## config.mk

```make
export PLATFORM = sky130hd
export DESIGN_NAME = pgr_power_good_reset
export DESIGN_NICKNAME = d
export VERILOG_FILES = /design/src/inc/pgr_pkg.sv /design/src/verilog/pgr_power_good_reset.sv /design/src/verilog/pgr_under_filter.sv
export SDC_FILE = /design/constraint.sdc
export NUM_CORES = 1
export LEC_CHECK = 0
export BUFFER_PORTS_ARGS = -buffer_cell sky130_fd_sc_hd__buf_2
export CAP_MARGIN = 20
export CORE_UTILIZATION = 40
export DETAILED_ROUTE_END_ITERATION = 8
export PLACE_DENSITY_LB_ADDON = 0.2
export SETUP_SLACK_MARGIN = 0.5
export SYNTH_ARGS = -nofsm -noshare
export SYNTH_HDL_FRONTEND = slang
export SYNTH_SLANG_ARGS = --single-unit
export TNS_END_PERCENT = 20
```

## constraint.sdc

```tcl
create_clock -name ref_clk -period 2.3 [get_ports ref_clk]
set_input_delay 0.23 -clock ref_clk [delete_from_list [all_inputs] [get_ports ref_clk]]
set_output_delay 0.23 -clock ref_clk [all_outputs]
set_load 0.05 [all_outputs]
```

## src/inc/pgr_pkg.sv

```systemverilog
// Package with constants and types for the power-good and local reset block.
package pgr_pkg;

   // ----------------------------------------------------------------------
   // Timing
   // ----------------------------------------------------------------------
   localparam int unsigned CLK_PERIOD_PS = 4000;
   localparam int unsigned UNDER_TIME_NS = 10000;
   localparam int unsigned UNDER_CYCLES =
      (UNDER_TIME_NS * 1000) / CLK_PERIOD_PS;
   localparam int CNT_W = $clog2(UNDER_CYCLES + 2);

   // ----------------------------------------------------------------------
   // Supplies and command latch
   // ----------------------------------------------------------------------
   localparam int NUM_SUPPLIES = 4;
   localparam int CMD_W = 8;
   localparam int CMD_RESET_BIT = 3;

   typedef enum logic {
      PGR_PG_BAD,
      PGR_PG_GOOD
   } pgr_pg_state_t;

   typedef struct packed {
      logic power_good_out;
      logic board_n_a;
      logic reset_output_pin;
      logic bus_switch_enable_n;
   } pgr_status_t;

endpackage : pgr_pkg

```

## src/verilog/pgr_power_good_reset.sv

```systemverilog
// Supply monitor with power-good, local reset and bus-switch enable logic.

module pgr_power_good_reset (
   ref_clk,
   reset,
   supply_under,
   reset_input_pin,
   cmd_latch,
   status
);
   input wire logic ref_clk;
   input wire logic reset;
   input wire logic [pgr_pkg::NUM_SUPPLIES-1:0] supply_under;
   input wire logic reset_input_pin;
   input wire logic [pgr_pkg::CMD_W-1:0] cmd_latch;
   output pgr_pkg::pgr_status_t status;

   // ----------------------------------------------------------------------
   // Monitor
   // ----------------------------------------------------------------------
   wire logic under_any;
   wire logic under_qualified;
   wire logic cmd_latch_reset_bit;
   pgr_pkg::pgr_pg_state_t pg_reg;
   pgr_pkg::pgr_pg_state_t pg_next;
   pgr_pkg::pgr_status_t status_next;

   assign under_any = |supply_under;
   assign cmd_latch_reset_bit = cmd_latch[pgr_pkg::CMD_RESET_BIT];

   pgr_under_filter u_filter (
      .ref_clk(ref_clk),
      .reset(reset),
      .under_any(under_any),
      .under_qualified(under_qualified)
   );

   // Power is good again one cycle after no supply is under level, once the filter count has cleared; there is no fault
   // latch here, so a drop never needs software to recover.
   assign pg_next = under_qualified ? pgr_pkg::PGR_PG_BAD :
                    (!under_any ? pgr_pkg::PGR_PG_GOOD : pg_reg);

   // ----------------------------------------------------------------------
   // Outputs
   // ----------------------------------------------------------------------
   // Decoded from next state so that power-good and local reset change in
   // the same cycle, with no extra register stage between them.
   wire logic pg_good_next;
   assign pg_good_next = (pg_next == pgr_pkg::PGR_PG_GOOD);
   assign status_next.power_good_out = pg_good_next;
   assign status_next.board_n_a = !pg_good_next;
   assign status_next.reset_output_pin = reset_input_pin &&
      pg_good_next && !cmd_latch_reset_bit;
   // Released only once power is good, so the bus switches keep the I/O
   // lines on their bias through insertion and any later power loss; a
   // supply that chatters around its level in under-runs of at most 2500 cycles leaves this output steady.
   assign status_next.bus_switch_enable_n = pg_good_next;

   always_ff @(posedge ref_clk or posedge reset) begin
      if (reset) begin
         pg_reg <= pgr_pkg::PGR_PG_BAD;
         status <= '{power_good_out: 1'b0, board_n_a: 1'b1,
                     reset_output_pin: 1'b0, bus_switch_enable_n: 1'b0};
      end else begin
         pg_reg <= pg_next;
         status <= status_next;
      end
   end

   // ----------------------------------------------------------------------
   // Checks
   // ----------------------------------------------------------------------
   // The reference counter is kept apart from the filter on purpose: a fault
   // in the filter's clear or saturation then shows up as a disagreement in
   // the timing checks instead of cancelling out.
   logic [pgr_pkg::CNT_W-1:0] low_cnt;
   always_ff @(posedge ref_clk or posedge reset) begin
      if (reset) begin
         low_cnt <= '0;
      end else if (!under_any) begin
         low_cnt <= '0;
      end else if (low_cnt <= pgr_pkg::CNT_W'(pgr_pkg::UNDER_CYCLES)) begin
         low_cnt <= low_cnt + pgr_pkg::CNT_W'(1);
      end
   end

   wire logic reset_permit;
   assign reset_permit = reset_input_pin && !cmd_latch_reset_bit;

   a_pg_drop_time: assert property (
      @(posedge ref_clk) disable iff (reset)
      (low_cnt > pgr_pkg::CNT_W'(pgr_pkg::UNDER_CYCLES)) |=>
      !status.power_good_out)
      else $error("power good not dropped after under time");

   a_pg_no_early: assert property (
      @(posedge ref_clk) disable iff (reset)
      $fell(status.power_good_out) |->
      $past(low_cnt) > pgr_pkg::CNT_W'(pgr_pkg::UNDER_CYCLES))
      else $error("power good dropped too early");

   a_reset_with_pg: assert property (
      @(posedge ref_clk) disable iff (reset)
      !status.power_good_out |-> !status.reset_output_pin)
      else $error("local reset high while power bad");

   a_pg_recover: assert property (
      @(posedge ref_clk) disable iff (reset)
      !under_any ##1 !under_any |=> status.power_good_out)
      else $error("power good not restored");

   a_reset_truth: assert property (
      @(posedge ref_clk) disable iff (reset)
      ##1 status.reset_output_pin == ($past(reset_input_pin) &&
         status.power_good_out && !$past(cmd_latch_reset_bit)))
      else $error("local reset truth table broken");

   a_reset_forced: assert property (
      @(posedge ref_clk) disable iff (reset)
      (!reset_input_pin || cmd_latch_reset_bit) |=>
      !status.reset_output_pin)
      else $error("local reset not forced low");

   a_bus_enable: assert property (
      @(posedge ref_clk) disable iff (reset)
      status.bus_switch_enable_n == status.power_good_out)
      else $error("bus switch enable not tied to power good");

   a_flag_polarity: assert property (
      @(posedge ref_clk) disable iff (reset)
      status.board_n_a != status.power_good_out)
      else $error("active low power good wrong");

   a_restart: assert property (
      @(posedge ref_clk) disable iff (reset)
      status.power_good_out && !under_any ##1 under_any [*8] |->
      status.power_good_out)
      else $error("qualification did not restart");

   // ----------------------------------------------------------------------
   // Edge and truth-table checks
   // ----------------------------------------------------------------------
   a_pg_hold_bad: assert property (
      @(posedge ref_clk) disable iff (reset)
      !status.power_good_out && under_any |=> !status.power_good_out)
      else $error("power good rose while a supply stayed under");

   a_pg_short_dip: assert property (
      @(posedge ref_clk) disable iff (reset)
      status.power_good_out &&
      (low_cnt <= pgr_pkg::CNT_W'(pgr_pkg::UNDER_CYCLES)) |=>
      status.power_good_out)
      else $error("power good dropped on a short under-level");

   a_drop_needs_run: assert property (
      @(posedge ref_clk) disable iff (reset)
      $fell(status.power_good_out) |-> $past(under_any, 2))
      else $error("power good dropped with no supply under");

   a_flag_follows: assert property (
      @(posedge ref_clk) disable iff (reset)
      $fell(status.power_good_out) |-> $rose(status.board_n_a))
      else $error("active low power good did not follow");

   a_reset_drop_pg: assert property (
      @(posedge ref_clk) disable iff (reset)
      $fell(status.power_good_out) |-> !status.reset_output_pin)
      else $error("local reset not low when power good dropped");

   a_pg_rise_clean: assert property (
      @(posedge ref_clk) disable iff (reset)
      $rose(status.power_good_out) |-> !$past(under_any))
      else $error("power good rose while a supply was under");

   a_dip_keeps_reset: assert property (
      @(posedge ref_clk) disable iff (reset)
      status.power_good_out && reset_permit &&
      (low_cnt <= pgr_pkg::CNT_W'(pgr_pkg::UNDER_CYCLES)) |=>
      status.reset_output_pin)
      else $error("short under-level disturbed local reset");

   a_reset_release: assert property (
      @(posedge ref_clk) disable iff (reset)
      (reset_permit && !under_any) ##1
      (reset_permit && !under_any) |=> status.reset_output_pin)
      else $error("local reset held low with all inputs permitting");

   a_reset_rin_low: assert property (
      @(posedge ref_clk) disable iff (reset)
      !reset_input_pin |=> !status.reset_output_pin)
      else $error("local reset high while reset-in low");

   a_reset_latch_bit: assert property (
      @(posedge ref_clk) disable iff (reset)
      cmd_latch_reset_bit |=> !status.reset_output_pin)
      else $error("local reset high while latch bit set");

   a_reset_high_only: assert property (
      @(posedge ref_clk) disable iff (reset)
      status.reset_output_pin |->
      $past(reset_input_pin) && !$past(cmd_latch_reset_bit) &&
      status.power_good_out)
      else $error("local reset high without all three permits");

   a_bus_release: assert property (
      @(posedge ref_clk) disable iff (reset)
      $rose(status.power_good_out) |-> $rose(status.bus_switch_enable_n))
      else $error("bus switches not released at power good");

   a_bus_hold: assert property (
      @(posedge ref_clk) disable iff (reset)
      $fell(status.power_good_out) |-> $fell(status.bus_switch_enable_n))
      else $error("bus switches not enabled at power loss");

endmodule : pgr_power_good_reset

```

## src/verilog/pgr_under_filter.sv

```systemverilog
// Time filter that qualifies an under-level indication over a count.
module pgr_under_filter (
   input wire logic ref_clk,
   input wire logic reset,
   input wire logic under_any,
   output logic under_qualified
);

   logic [pgr_pkg::CNT_W-1:0] cnt_reg;
   logic [pgr_pkg::CNT_W-1:0] cnt_next;
   localparam logic [pgr_pkg::CNT_W-1:0] LIMIT =
      pgr_pkg::CNT_W'(pgr_pkg::UNDER_CYCLES);
   localparam logic [pgr_pkg::CNT_W-1:0] ONE = pgr_pkg::CNT_W'(1);

   // Saturating count; cleared whenever every supply is back above level.
   assign cnt_next = !under_any ? '0 :
                     (cnt_reg > LIMIT) ? cnt_reg : cnt_reg + ONE;
   assign under_qualified = (cnt_reg > LIMIT);

   always_ff @(posedge ref_clk or posedge reset) begin
      if (reset) begin
         cnt_reg <= '0;
      end else begin
         cnt_reg <= cnt_next;
      end
   end

   a_filter_clear: assert property (
      @(posedge ref_clk) disable iff (reset)
      !under_any |=> (cnt_reg == '0))
      else $error("under count not cleared on recovery");

endmodule : pgr_under_filter
```

==> flow_summary.ini <==
[status]
status = finished clean

[drt]
wirelength_mm = 1.644
viasPerCell = 5.306
wl_per_cell_um = 13.59
vias = 642
ant_nets = 0
drtPass1Iterations = 4
remaining_drc_errors = 0
drtIter0Drc = 11

[die]
num_io_pins = 19
start_util_pct = 42.80
die_y_um = 48.05
die_area_sq_um = 2309
rows = 16
coreArea_sq_um = 1982
die_w_um = 48.05

[timing]
drv_slew = 0
period_needed_ns = 1.631
min_period_over_period_pct = 70.91
whs_ns = 0.08037
worst-slew-pin-transition_ns = 0.6783
skew_ns = 0.008477
report.final.hold_viol_count = 0
fmax_mhz = 613.1
tns_ns = 0
rsz0062_at_grt = no
slew_headroom_pct = 54.69
setup_viol = 0
setup_ws_ns = 0.6690

[cells_and_area]
multi_input_area_sq_um = 437.9
area_growth_pct = 14.01
layout_commonest_cell = dfrtp_1
drive_gt1_share_pct = 28.72
instances_no_fill = 121
final_cell_mix = dfrtp_1, buf_2, nor2_1
antenna_cells = 0
n_fill_cell = 186
fin_nets = 112
largest_register_ffs = 12
seq_area_sq_um = 376.6

[setup_path]
r2r_slack_ns = 0.67
start_kind = register
slowest_delay_ns = 0.45
r2r-end = status[1]
cp_data_arrival_time_ns = 1.85
r2r_start = u_filter.cnt_reg[5]
path_max_fanout = 8
cp_top_family = compound AO/OA/AOI/OAI gates
startpoint = u_filter.cnt_reg[5]
endpoint = status[1]
cp-end-kind = register
cp_slowest_cell = dfrtp_1
crit_cells = 6
path_class = reg2reg
ff2ff_path_depth = 6
path_cells = nor3_1, o21ai_2, a21oi_4, o21a_2, inv_2, nor3b_2
timing.critical_path.buf_inv = 1
cp.required_ns = 2.52

[synth]
synth_edf_count = 0
ys_async_sr_fraction_pct = 100.0
synth_fp_nets = 97
syn_area_sq_um = 848.3
synth_ff_type = dfrtp_1
synth_seq_area_share_pct = 44.40
synth.avg_cell_area_sq_um = 10.60
ys_seq_elements = 15
synthCells = 80
yosys_warnings = 0
ys_types = 34

[clock_tree]
insertion_delay_ns = 0.29
cts-root-buf = clkbuf_4
numCtsBuffers = 3
cts_tree = done
clock_path_buffers = 2
clkTransAtPathRegs_ns = 0.10
cts_sinks = 15
cts_setup_buffers = 0
htree_levels = 1

[place]
port-buffer-count = 11
post-place-ws_ns = 0.6269
placed_cells = 116
place_hpwl_mm = 1.186
gp_congestion = 0.8005

[global_routing]
grtUsageTotal_pct = 18.07
grt_max_degree = 16
grt_pass1_wl_mm = 2.725
antenna_found_initial = 0
grt_pass1_vias = 581
grt-ovfl-total = 0

[power_and_ir_drop]
power_density_nw_per_um2 = 913.3
p_leak_nw = 0.4391
max-vdd-ir-drop_mv = 0.4424

[worst_hold_path]
hold_path.class = in2reg
hold_start = cmd_latch[3]

[job]
cap_violations = 0
==> layout make-up <==
cell class	count	share of cell area [%]
multi-input combinational	57	45.28
sequential	15	38.94
timing repair buffer	13	7.503
tap	27	3.493
clock buffer	3	2.329
inverter	5	1.940
clock inverter	1	0.5175
==> synthesized netlist by cell type, types with 2 or more instances <==
cell type	n	share of area, %
nand3_1	6	3.5
mux2i_1	2	2.4
nor3_1	2	1.2
nand2b_1	2	1.5
nand4_1	2	1.5
buf_4	2	1.8
dfrtp_1	14	41
nor2_1	8	3.5
a211oi_1	2	1.8
and3_1	3	2.2
inv_1	4	1.8
xnor2_1	6	6.2
ha_1	2	2.9
nand2_1	4	1.8
a21oi_1	2	1.2
==> logic make-up after synthesis <==
family | Yosys count | share of synthesized area (%)
muxes | 2 | 2.360
AOI/OAI and AO/OA | 15 | 18.14
buffers and inverters | 8 | 4.423
adders and majority gates | 2 | 2.949
and+or+nand+nor | 32 | 21.53
DFF | 15 | 44.40
xor gates and xnor gates | 6 | 6.195
==> per-stage QoR <==
step | area, sq um | power [mW] | util [%]
final | 967.2 | 0.8833 | 48.80
after global routing | 967.2 | 0.9410 | 48.80
after CTS | 963.4 | 0.8801 | 48.61
after detailed placement | 925.9 | 0.7237 | 46.72
after global placement | 925.9 | 0.7076 | 46.72
after floorplan | 848.3 | 0.6598 | -
==> worst min path at each step <==
| stage | end | cells past startpoint |
|---|---|---|
| 6_report | status[1] | 2 |
| 4_1_cts | status[1] | 2 |
| 2_1_floorplan | status[1] | 1 |
| 3_5_place_dp | u_filter.cnt_reg[0] | 2 |
| 3_3_place_gp | u_filter.cnt_reg[0] | 2 |
| 5_1_grt | status[1] | 2 |
==> report_power, final <==
| group | switching, mW | leakage (nW) | internal [mW] |
|---|---|---|---|
| logic | 0.195 | 0.230 | 0.118 |
| registers | 0.0798 | 0.191 | 0.332 |
| clock network | 0.0929 | 0.0177 | 0.0648 |
==> routing by layer <==
metal  track usage [%]  share of wire [%]  wire length [um]  vias up
met4             13.33                3.4                56        0
li1                  -                  -                 -      314
met5                 0                  0                 0        -
met2             24.86                 46               750        8
met1             24.94                 49               805      314
met3             3.396                1.9                31        6
==> repair_timing <==
action,in CTS,in global routing
gates resized for setup,0,1
setup endpoints to repair,0,3
hold endpoints to repair,9,0
hold buffers,1,0
(Power assumes the default switching activity.)
